===== config.mk =====
export PLATFORM = sky130hd
export DESIGN_NAME = gpp_port
export DESIGN_NICKNAME = d
export VERILOG_FILES = /design/src/gpp_pkg.sv /design/src/gpp_clkgen.sv /design/src/gpp_port.sv
export VERILOG_INCLUDE_DIRS = /design/src
export SDC_FILE = /design/constraint.sdc
export NUM_CORES = 1
export LEC_CHECK = 0
export BUFFER_PORTS_ARGS = -buffer_cell sky130_fd_sc_hd__buf_4
export CAP_MARGIN = 20
export CORE_MARGIN = 2
export CORE_UTILIZATION = 59
export DETAILED_ROUTE_END_ITERATION = 10
export PLACE_DENSITY_LB_ADDON = 0.1
export SKIP_LAST_GASP = 1
export SLEW_MARGIN = 25
export SYNTH_ARGS = -nofsm -noshare
export SYNTH_HDL_FRONTEND = slang
export SYNTH_SLANG_ARGS = --single-unit

===== constraint.sdc =====
create_clock -name clk_sys_in -period 8.3 [get_ports clk_sys_in]
set_input_delay 1.245 -clock clk_sys_in [delete_from_list [all_inputs] [get_ports clk_sys_in]]
set_output_delay 1.245 -clock clk_sys_in [all_outputs]
set_load 0.02 [all_outputs]

===== src/gpp_consts.svh =====
// Register offsets, reset values and timing counts of the GPIO port
`ifndef GPP_CONSTS_SVH
`define GPP_CONSTS_SVH
`define GPP_OFS_OUT     8'h00
`define GPP_OFS_DIR     8'h04
`define GPP_OFS_LVL     8'h08
`define GPP_OFS_IT1     8'h0C
`define GPP_OFS_IT2     8'h10
`define GPP_OFS_IST     8'h14
`define GPP_OFS_CLK     8'h18
`define GPP_RST_OUT     16'h0000
`define GPP_RST_DIR     16'h7FFF
`define GPP_RST_IT      24'h000000
`define GPP_RST_CLK     25'h1100000
`define GPP_BIT_PIN15_SOURCE_SELECT   24
`define GPP_BIT_PIN14_SOURCE_SELECT   8
`define GPP_LVL_CYCLES  3'h5
`endif


===== src/gpp_pkg.sv =====
// Types shared by the GPIO port modules
package gpp_pkg;
  typedef struct packed {
    logic       mux;
    logic [3:0] tc;
    logic [3:0] dc;
  } gpp_clk_cfg_t;
  typedef enum logic [2:0] {
    GPP_IT_HIGH = 3'h0,
    GPP_IT_LOW  = 3'h1,
    GPP_IT_RISE = 3'h2,
    GPP_IT_FALL = 3'h3,
    GPP_IT_BOTH = 3'h4
  } gpp_itype_t;
endpackage : gpp_pkg


===== src/gpp_clkgen.sv =====
// Programmable clock divider for the clock-capable pins
`timescale 1ns/10ps
module gpp_clkgen (
  // Clock and reset
  input  wire logic                 clk_sys_in,
  input  wire logic                 rst_n_in,
  // Configuration
  input  wire gpp_pkg::gpp_clk_cfg_t cfg_in,
  // Generated clock
  output logic                      clk_gen_out
);
  logic [3:0] cnt_q;
  logic [3:0] cnt_d;
  logic       clk_q;
  logic       clk_d;

  // Period is tc+1 system cycles, low for dc+1 of them; tc of zero holds high
  always_comb
  begin
    cnt_d = (cnt_q >= cfg_in.tc) ? 4'h0 : cnt_q + 4'h1;
    clk_d = (cfg_in.tc == 4'h0) ? 1'b1 : (cnt_d > cfg_in.dc);
  end

  always_ff @(posedge clk_sys_in or negedge rst_n_in)
  begin
    if (!rst_n_in)
    begin
      cnt_q <= 4'h0;
      clk_q <= 1'b0;
    end
    else
    begin
      cnt_q <= cnt_d;
      clk_q <= clk_d;
    end
  end

  assign clk_gen_out = clk_q;
endmodule : gpp_clkgen


===== src/gpp_port.sv =====
// Sixteen-pin GPIO port with APB registers, edge/level detect, clock pins
// Functional notes
// - Sixteen pins, each input or output
// - Pin 14 is input after reset
// - Pin 15 drives clock after reset
// - Pins 14, 15 drive programmable clock
// - Pin 15 reset clock feeds expansion bus
// - Detect high, low, rise, fall, either
// - All readable; input level not writable
// - Direction bit n maps to pin n
// - Direction 0 output, 1 input
// - Output pins drive output data bits
// - Output data ignored on input pins
// - Input register shows every pin level
// - Output pins read back driven level
// - Source select: data or generated clock
`timescale 1ns/10ps
`include "gpp_consts.svh"
module gpp_port #(
  parameter int NPINS = 16
) (
  // Clock and reset
  input  wire logic              clk_sys_in,
  input  wire logic              rstn_in,
  // APB slave
  input  wire logic              psel_in,
  input  wire logic              penable_in,
  input  wire logic              pwrite_in,
  input  wire logic [7:0]        paddr_in,
  input  wire logic [31:0]       pwdata_in,
  output logic      [31:0]       prdata_out,
  output logic                   pready_out,
  output logic                   pslverr_out,
  // Pins
  input  wire logic [NPINS-1:0]  gpio_in_in,
  output logic      [NPINS-1:0]  gpio_out_out,
  output logic      [NPINS-1:0]  gpio_oe_out,
  // Detected pin events for the system interrupt controller
  output logic      [NPINS-1:0]  int_status_out
);
  logic             rst_s1_q;
  logic             rst_n;
  logic [NPINS-1:0] in_s1_q;
  logic [NPINS-1:0] in_s2_q;
  logic [NPINS-1:0] prev_q;
  logic [NPINS-1:0] out_q;
  logic [NPINS-1:0] out_d;
  logic [NPINS-1:0] dir_q;
  logic [NPINS-1:0] dir_d;
  logic [23:0]      it1_q;
  logic [23:0]      it1_d;
  logic [23:0]      it2_q;
  logic [23:0]      it2_d;
  logic [NPINS-1:0] ist_q;
  logic [NPINS-1:0] ist_d;
  logic [24:0]      clk_cfg_q;
  logic [24:0]      clk_cfg_d;
  logic [2:0]       cnt_q [NPINS];
  logic [2:0]       cnt_d [NPINS];
  logic [31:0]      rd_q;
  logic [31:0]      rd_d;
  logic             err_q;
  logic             err_d;
  logic             started_q;
  logic [1:0]       gclk;
  logic             wr;
  logic             setup;
  logic             mapped;

  function automatic logic [2:0] pin_type(input logic [23:0] a,
                                          input logic [23:0] b,
                                          input int          n);
    logic [47:0] all;
    all = {b, a};
    return all[3*n +: 3];
  endfunction : pin_type

  function automatic logic is_reg(input logic [7:0] a, input logic [7:0] o);
    return a == o;
  endfunction : is_reg

  // Reset release through two flops
  always_ff @(posedge clk_sys_in or negedge rstn_in)
  begin
    if (!rstn_in)
    begin
      rst_s1_q <= 1'b0;
      rst_n    <= 1'b0;
    end
    else
    begin
      rst_s1_q <= 1'b1;
      rst_n    <= rst_s1_q;
    end
  end

  // Pin levels are asynchronous; the second stage is used, and its delayed copy prev_q for edges
  always_ff @(posedge clk_sys_in or negedge rst_n)
  begin
    if (!rst_n)
    begin
      in_s1_q <= '0;
      in_s2_q <= '0;
      prev_q  <= '0;
    end
    else
    begin
      in_s1_q <= gpio_in_in;
      in_s2_q <= in_s1_q;
      prev_q  <= in_s2_q;
    end
  end

  // Clock sources for pins 14 and 15
  gpp_clkgen u_clk14 (
    .clk_sys_in  (clk_sys_in),
    .rst_n_in    (rst_n),
    .cfg_in      (gpp_pkg::gpp_clk_cfg_t'({1'b0, clk_cfg_q[7:0]})),
    .clk_gen_out (gclk[0])
  );
  gpp_clkgen u_clk15 (
    .clk_sys_in  (clk_sys_in),
    .rst_n_in    (rst_n),
    .cfg_in      (gpp_pkg::gpp_clk_cfg_t'({1'b0, clk_cfg_q[23:16]})),
    .clk_gen_out (gclk[1])
  );

  assign setup  = psel_in && !penable_in;
  assign wr     = psel_in && penable_in && pwrite_in;
  assign mapped = is_reg(paddr_in, `GPP_OFS_OUT) ||
                  is_reg(paddr_in, `GPP_OFS_DIR) ||
                  is_reg(paddr_in, `GPP_OFS_LVL) ||
                  is_reg(paddr_in, `GPP_OFS_IT1) ||
                  is_reg(paddr_in, `GPP_OFS_IT2) ||
                  is_reg(paddr_in, `GPP_OFS_IST) ||
                  is_reg(paddr_in, `GPP_OFS_CLK);

  always_comb
  begin
    logic [2:0] t;
    logic       hit;
    logic       lvl;
    t     = 3'h0;
    hit   = 1'b0;
    lvl   = 1'b0;
    out_d     = out_q;
    dir_d     = dir_q;
    it1_d     = it1_q;
    it2_d     = it2_q;
    clk_cfg_d = clk_cfg_q;
    ist_d     = ist_q;
    rd_d      = rd_q;
    err_d     = err_q;
    if (wr && is_reg(paddr_in, `GPP_OFS_OUT))
      out_d = pwdata_in[NPINS-1:0];
    if (wr && is_reg(paddr_in, `GPP_OFS_DIR))
      dir_d = pwdata_in[NPINS-1:0];
    if (wr && is_reg(paddr_in, `GPP_OFS_IT1))
      it1_d = pwdata_in[23:0];
    if (wr && is_reg(paddr_in, `GPP_OFS_IT2))
      it2_d = pwdata_in[23:0];
    if (wr && is_reg(paddr_in, `GPP_OFS_CLK))
      clk_cfg_d = pwdata_in[24:0];
    if (wr && is_reg(paddr_in, `GPP_OFS_IST))
      ist_d = ist_q & ~pwdata_in[NPINS-1:0];
    // Level types need five steady cycles to reject glitches
    for (int n = 0; n < NPINS; n++)
    begin
      t   = pin_type(it1_q, it2_q, n);
      lvl = (t == gpp_pkg::GPP_IT_HIGH) ? in_s2_q[n] : !in_s2_q[n];
      cnt_d[n] = !lvl ? 3'h0 :
                 (cnt_q[n] == `GPP_LVL_CYCLES) ? cnt_q[n] : cnt_q[n] + 3'h1;
      if (t[2])
        hit = in_s2_q[n] != prev_q[n];
      else if (t == gpp_pkg::GPP_IT_RISE)
        hit = in_s2_q[n] && !prev_q[n];
      else if (t == gpp_pkg::GPP_IT_FALL)
        hit = !in_s2_q[n] && prev_q[n];
      else
        hit = cnt_d[n] == `GPP_LVL_CYCLES;
      // Set wins over a same-cycle clear
      if (hit)
        ist_d[n] = 1'b1;
    end
    // Read data and error are fixed in the setup phase
    if (setup)
    begin
      rd_d  = 32'h0;
      err_d = !mapped || (pwrite_in && is_reg(paddr_in, `GPP_OFS_LVL));
      case (paddr_in)
        `GPP_OFS_OUT: rd_d[NPINS-1:0] = out_q;
        `GPP_OFS_DIR: rd_d[NPINS-1:0] = dir_q;
        `GPP_OFS_LVL: rd_d[NPINS-1:0] = in_s2_q;
        `GPP_OFS_IT1: rd_d[23:0]      = it1_q;
        `GPP_OFS_IT2: rd_d[23:0]      = it2_q;
        `GPP_OFS_IST: rd_d[NPINS-1:0] = ist_q;
        `GPP_OFS_CLK: rd_d[24:0]      = clk_cfg_q;
        default:      rd_d            = 32'h0;
      endcase
    end
  end

  always_ff @(posedge clk_sys_in or negedge rst_n)
  begin
    if (!rst_n)
    begin
      out_q     <= `GPP_RST_OUT;
      dir_q     <= `GPP_RST_DIR;
      it1_q     <= `GPP_RST_IT;
      it2_q     <= `GPP_RST_IT;
      clk_cfg_q <= `GPP_RST_CLK;
      ist_q     <= '0;
      rd_q      <= 32'h0;
      err_q     <= 1'b0;
      started_q <= 1'b0;
      for (int n = 0; n < NPINS; n++)
        cnt_q[n] <= 3'h0;
    end
    else
    begin
      out_q     <= out_d;
      dir_q     <= dir_d;
      it1_q     <= it1_d;
      it2_q     <= it2_d;
      clk_cfg_q <= clk_cfg_d;
      ist_q     <= ist_d;
      rd_q      <= rd_d;
      err_q     <= err_d;
      started_q <= 1'b1;
      cnt_q     <= cnt_d;
    end
  end

  // Pin drive: enable only for outputs; input pins keep stored data undriven
  always_comb
  begin
    gpio_oe_out  = ~dir_q;
    gpio_out_out = out_q;
    if (clk_cfg_q[`GPP_BIT_PIN14_SOURCE_SELECT])
      gpio_out_out[14] = gclk[0];
    if (clk_cfg_q[`GPP_BIT_PIN15_SOURCE_SELECT])
      gpio_out_out[15] = gclk[1];
  end

  assign prdata_out     = rd_q;
  assign pslverr_out    = err_q && psel_in && penable_in;
  assign pready_out     = 1'b1;
  assign int_status_out = ist_q;
endmodule : gpp_port


==> flow_metrics.tcl, run 1 <==
set metrics [dict create \
    path_max_fanout 34 \
    antenna_left 0 \
    slowest_delay_ns 0.62 \
    cts_post_setup_buffers_inserted 0 \
    slowest_stage "and3_1" \
    syn_area_mm2 0.0128 \
    drc_errors 0 \
    htreeDepth 1 \
    final.period_utilization 0.431 \
    grt_pass1_wl_mm 47.9 \
    synth.distinct_cells 57 \
    pin_count 143 \
    cts-resized-gates 0 \
    dr.pass1.iters 4 \
    seqPwrFrac 0.486 \
    timing.fmax_mhz 280 \
    ctsLongestPathBuffers 3 \
    slew_headroom 0.265 \
    slew_violations 0 \
    required_ns 8.71 \
    p_int_uw 2100 \
    cts_hold_buf 0 \
    dpl_cell_area_mm2 0.0139 \
    cp-start-kind "primary input" \
    seq_area_frac_synth 0.499 \
    run_status "complete, no violations" \
    crit_family "simple AND/OR/NAND/NOR gates" \
    async_reset_ff_frac 1.00 \
    p_comb_frac 0.113 \
    fin_tns_setup_ns 0 \
    cp-end-kind "flip-flop" \
    cp.arrival_ns 3.99 \
    design_area_mm2 0.0147 \
    leakage_uw 0.00707 \
    hold_ws_ns 0.343 \
    fp.dieW_um 151 \
    hpwl_mm 20.7 \
    finalHoldViolCount 0 \
    portBuffers 127 \
    power_switching_uw 730 \
    gp_congestion 0.826 \
    via_count 8831 \
    cts_sinks 255 \
    viasPerCell 5.75 \
    rsz0062_at_grt "false" \
    synth_flop_cell "dfrtp_1" \
    powerDensity_mw_per_mm2 193 \
    hold_class "reg -> reg" \
    skew_ns 0.0188 \
    insertion_delay_ns 0.54 \
    core_mm2 0.0212 \
    areaGrowthSynthToFinish_pct 14.5 \
    grt_max_degree 72 \
    wl_per_cell_um 19.8 \
    antenna_cells 0 \
    cts_buffers 27 \
    path_cells "buf_4 > nor4b_4 > and3_1 > nand2_2 > mux2_1" \
    finalSetupViolations 0 \
    avgSynthCellArea_um2 11.4 \
    layout_min_cycle_time_ns 3.58 \
    ir_drop_mv 0.180 \
    tritoncts "yes" \
    grt_util_all_layers 0.272 \
    dieArea_mm2 0.0229 \
    path_class "in -> reg" \
    drt-total-wl_mm 30.4 \
    crit_buf_inv 1 \
    clk_pin_slew_ns 0.06 \
    maxCapViolCount 0 \
    ys_ff_latch 255 \
    start_util 0.606 \
    fp-row-count 53 \
    grt_pass1_vias 8966 \
    ys_warn_count 0 \
    synth_cells 1128 \
    synth_edf_count 0 \
    clkPwrFrac 0.400 \
    drt_iter0_drc 501 \
    grt_overflow 0 \
    root_buffer "clkbuf_16" \
    fin_nets 1384 \
    antenna_found_initial 0 \
    die_h_um 151 \
    swShare 0.258 \
    drive_above_1_share 0.228 \
    worst_slew_pin_slew_ns 1.10 \
]
## synth_stat cells, drive strengths merged, types with 2 or more instances
master / count / share of area
a211oi: 16 / 0.0094
a21o: 6 / 0.0035
a21oi: 34 / 0.013
a221oi: 3 / 0.0020
a22o: 8 / 0.0055
a22oi: 26 / 0.015
a31oi: 2 / 0.00098
a32o: 2 / 0.0016
and2: 2 / 0.00098
and3: 6 / 0.0029
buf: 46 / 0.024
clkbuf: 9 / 0.0026
conb: 2 / 0.00059
dfrtp: 238 / 0.46
dfstp: 17 / 0.035
ha: 82 / 0.080
inv: 82 / 0.024
mux2: 107 / 0.094
mux2i: 58 / 0.045
mux4: 12 / 0.021
nand2: 123 / 0.037
nand2b: 18 / 0.0088
nand3: 8 / 0.0045
nand3b: 3 / 0.0018
nand4: 3 / 0.0020
nor2: 78 / 0.024
nor2b: 7 / 0.0034
nor3: 23 / 0.011
nor3b: 3 / 0.0018
nor4b: 4 / 0.0044
o21a: 5 / 0.0029
o21ai: 40 / 0.016
o221ai: 11 / 0.0075
o31ai: 2 / 0.0012
o41ai: 2 / 0.0014
xnor2: 34 / 0.023
xor2: 2 / 0.0014
## registers in the layout (all words and copies together), names as in the netlist
register and count:
clk_cfg_q 25, cnt_q 48, dir_q 16, err_q 1, in_s1_q 16, in_s2_q 16, int_status_out 16, it1_q 24
it2_q 24, out_q 16, prdata_out 25, prev_q 16, rst_n 1, rst_s1_q 1, u_clk14.clk_gen_out 1, u_clk14.cnt_q 4
u_clk15.clk_gen_out 1, u_clk15.cnt_q 4
## cell type report
cell class | instances | area, um^2
clock buffer | 43 | 786
clock inverter | 6 | 33.8
fill | 1586 | 6470
inverter | 82 | 308
multi-input combinational | 743 | 5810
sequential | 255 | 6410
tap | 275 | 344
timing repair buffer | 132 | 991
## cell usage in the layout, fill, tap and decap left out, types with 5 or more instances in the layout
cell       netlist  final
mux2i_1         58     58
nor2_1          75     75
clkbuf_16        0     27
a22oi_1         26     26
a21o_1           6      6
buf_4           30    132
nand2_1        121    121
xnor2_1         34     34
mux2_1          33     33
inv_1           82     82
a22o_1           8      8
nor3_1          20     20
clkbuf_1         9     11
a21oi_1         34     34
ha_1            82     82
clkbuf_8         0      5
conb_1           2      9
and3_1           6      6
nor2b_1          7      7
o21ai_0         31     31
o21a_1           5      5
o21ai_1          9      9
o221ai_1        11     11
mux4_2          12     12
nand3_1          6      6
nand2b_1        18     18
dfstp_2         17     17
dfrtp_1        238    237
clkinv_2         0      5
a211oi_1        16     16
mux2_2          74     74
## routing by layer
metal	share of wire	global-route usage
met5	0	0
met4	0.034	0.0888
met3	0.050	0.0392
met2	0.49	0.458
met1	0.43	0.365
## power groups by stage
stage               sequential [uW]  clock, uW  combinational (uW)
floorplan                      1390          0                 223
global placement               1390          0                 308
detailed placement             1400          0                 320
CTS                            1380       1150                 324
global route                   1390       1210                 363
finish                         1380       1130                 321
## kinds of logic (layout without fill, tap and decap cells)
| family | count (synthesis) | after routing | share of synthesized area |
|---|---|---|---|
| and+or+nand+nor | 278 | 278 | 0.102 |
| DFF | 255 | 255 | 0.499 |
| muxes | 177 | 177 | 0.160 |
| AOI/OAI and AO/OA | 161 | 161 | 0.0829 |
| buffers and inverters | 137 | 263 | 0.0508 |
| adders and majority gates | 82 | 82 | 0.0800 |
| xor gates and xnor gates | 36 | 36 | 0.0246 |
| other | 2 | 9 | 0.000586 |
## stage by stage
step | instances | setup slack, ns | power (uW) | utilization
floorplan | 1135 | 0.697 | 1620 | -
global placement | 1487 | 4.23 | 1700 | 0.655
detailed placement | 1487 | 4.24 | 1720 | 0.655
CTS | 1536 | 4.79 | 2850 | 0.694
global route | 1536 | 4.61 | 2960 | 0.694
finish | 1536 | 4.72 | 2830 | 0.694
## worst paths after layout
path,start,end,slack [ns],depth (start not counted)
min reg2reg,in_s1_q[7],in_s2_q[7],0.34,0
min in group asynchronous,rst_n,cnt_q[29],0.39,0
max in group asynchronous,rst_n,cnt_q[47],6.46,1
min,in_s1_q[7],in_s2_q[7],0.34,0
max,paddr_in[4],it2_q[11],4.72,5
max reg2reg,clk_cfg_q[4],u_clk14.clk_gen_out,5.44,12
(Power assumes the default switching activity.)
==> run 2: changes to the inputs <==
- clock period: 8.3 -> 3.68 ns (I/O delays scaled with it)
==> run 2 against run 1 <==
Against the previous run:
- sequential share of layout area shrank 0.64 points
- design area increased by 1.5%
- critical path depth grew 7
- cell count grew 0.72%
- non-clock buffer count increased by 11
- combinational power increased by 130%
- wire length is 2.4% lower
- sequential cell count did not move
- critical path type is now reg -> reg
- largest cell class unchanged
- highest routed layer unchanged
==> flow_metrics.tcl, run 2 (synthesis results as in run 1) <==
set metrics [dict create \
    drt-total-wl_mm 29.6 \
    hold_class "in -> reg" \
    finalHoldViolCount 0 \
    tritoncts "yes" \
    timing.fmax_mhz 365 \
    root_buffer "clkbuf_16" \
    met2WireLength_mm 14.2 \
    min_path_cells 1 \
    cp.arrival_ns 3.14 \
    path_class "reg -> reg" \
    fp.dieW_um 151 \
    wl_met3_mm 1.77 \
    cp-end-kind "flip-flop" \
    final.period_utilization 0.745 \
    via_count 8872 \
    routed.top_layer "met4" \
    required_ns 4.07 \
    fin_tns_setup_ns 0 \
    mostFrequentLayoutCells "237 x dfrtp_1, 139 x buf_4, 121 x nand2_1" \
    start_util 0.606 \
    slew_violations 0 \
    grt_util_all_layers 0.265 \
    dieArea_mm2 0.0229 \
    finalSetupViolations 0 \
    worst_slew_pin_slew_ns 1.05 \
    die_h_um 151 \
    grt_pass1_wl_mm 46.6 \
    grt_max_degree 119 \
    min_to "in_s1_q[0]" \
    areaGrowthSynthToFinish_pct 16.2 \
    hold_ws_ns 0.131 \
    gp_congestion 0.848 \
    slew_headroom 0.302 \
    nFillCells 1576 \
    rsz0062_at_grt "false" \
    powerDensity_mw_per_mm2 444 \
    fp-row-count 53 \
    leakage_uw 0.00718 \
    antenna_cells 0 \
    hpwl_mm 20.7 \
    final_common_cell "dfrtp_1" \
    maxCapViolCount 0 \
    largest_reg_flops 48 \
    drive_above_1_share 0.237 \
    met1Wirelength_mm 12.7 \
    hp-start "gpio_in_in[0]" \
    insertion_delay_ns 0.53 \
    ctsLongestPathBuffers 3 \
    antenna_left 0 \
    layout_min_cycle_time_ns 2.74 \
    ir_drop_mv 0.362 \
    skew_ns 0.00956 \
    grt_pass1_vias 8745 \
    r2r-start "clk_cfg_q[20]" \
    core_mm2 0.0212 \
    cts_sinks 255 \
    clk_pin_slew_ns 0.06 \
    wl_per_cell_um 19.2 \
    timing.final.ws_setup_ns 0.937 \
    cp-start-kind "flip-flop" \
    dr.pass1.iters 5 \
    r2r_slack_ns 0.94 \
    cts_buffers 27 \
    path_max_fanout 5 \
    reg2reg_depth 12 \
    pin_count 143 \
    place_ws_ns 0.936 \
    antenna_found_initial 0 \
    grt_overflow 0 \
    viasPerCell 5.73 \
    r2r-end "u_clk15.clk_gen_out" \
    run_status "complete, no violations" \
    htreeDepth 1 \
    drc_errors 0 \
    portBuffers 127 \
    drt_iter0_drc 467 \
    cts_post_setup_buffers_inserted 0 \
    p_total_uw 6620 \
    top_register "cnt_q" \
    fin_nets 1395 \
]
[run 2: cell type report]
cell class | instances | area [um^2] | area share
flip-flops and latches | 255 | 6410 | 0.430
multi-input cells | 743 | 5800 | 0.390
repair buffers | 143 | 1110 | 0.0747
clock buffers | 44 | 850 | 0.0570
well taps | 275 | 344 | 0.0231
inverters | 82 | 308 | 0.0207
clock inverters | 5 | 75.1 | 0.00504
[run 2: worst max path at each step]
stage	from	to	slack, ns	depth (start not counted)
after detailed placement	clk_cfg_q[20]	u_clk15.clk_gen_out	0.94	12
after global placement	clk_cfg_q[20]	u_clk15.clk_gen_out	0.97	12
after floorplan	rst_n	clk_cfg_q[0]	1.13	0
after CTS	clk_cfg_q[20]	u_clk15.clk_gen_out	0.93	12
final	clk_cfg_q[20]	u_clk15.clk_gen_out	0.94	12
after global routing	clk_cfg_q[20]	u_clk15.clk_gen_out	0.82	12
[run 2: routing by layer]
layer / track usage / vias to the layer above
li1: - / 4132
met1: 0.361 / 4422
met2: 0.440 / 257
met3: 0.0413 / 61
met4: 0.0879 / 0
met5: 0 / -
[run 2: report_power, final]
part           internal, uW  switching (uW)  leakage [uW]
clock network          1700            1090      0.000459
logic                   334             395       0.00348
registers              2960             145       0.00324
[run 2: critical path: stages, from the launching register on]
cell and delay, ns:
dfstp_2 0.56, ha_1 0.23, nand2b_1 0.14, a21o_1 0.18, a21o_1 0.17, a21o_1 0.21
nor2_1 0.15, ha_1 0.26, nor2b_1 0.13, o21a_1 0.16, o21a_1 0.15, o21ai_0 0.17
o41ai_1 0.12
[run 2: metrics by stage]
step / std cells / instance area (um^2) / util
after floorplan: 1135 / 12900 / -
after global placement: 1497 / 14000 / 0.660
after detailed placement: 1497 / 14000 / 0.660
after CTS: 1547 / 14900 / 0.704
after global routing: 1547 / 14900 / 0.704
final: 1547 / 14900 / 0.704
[run 2: repair_timing]
item | 4_1_cts | 5_1_grt
resized for setup | 0 | 0
hold buffers | 1 | 0
hold endpoints to repair | 2 | 0
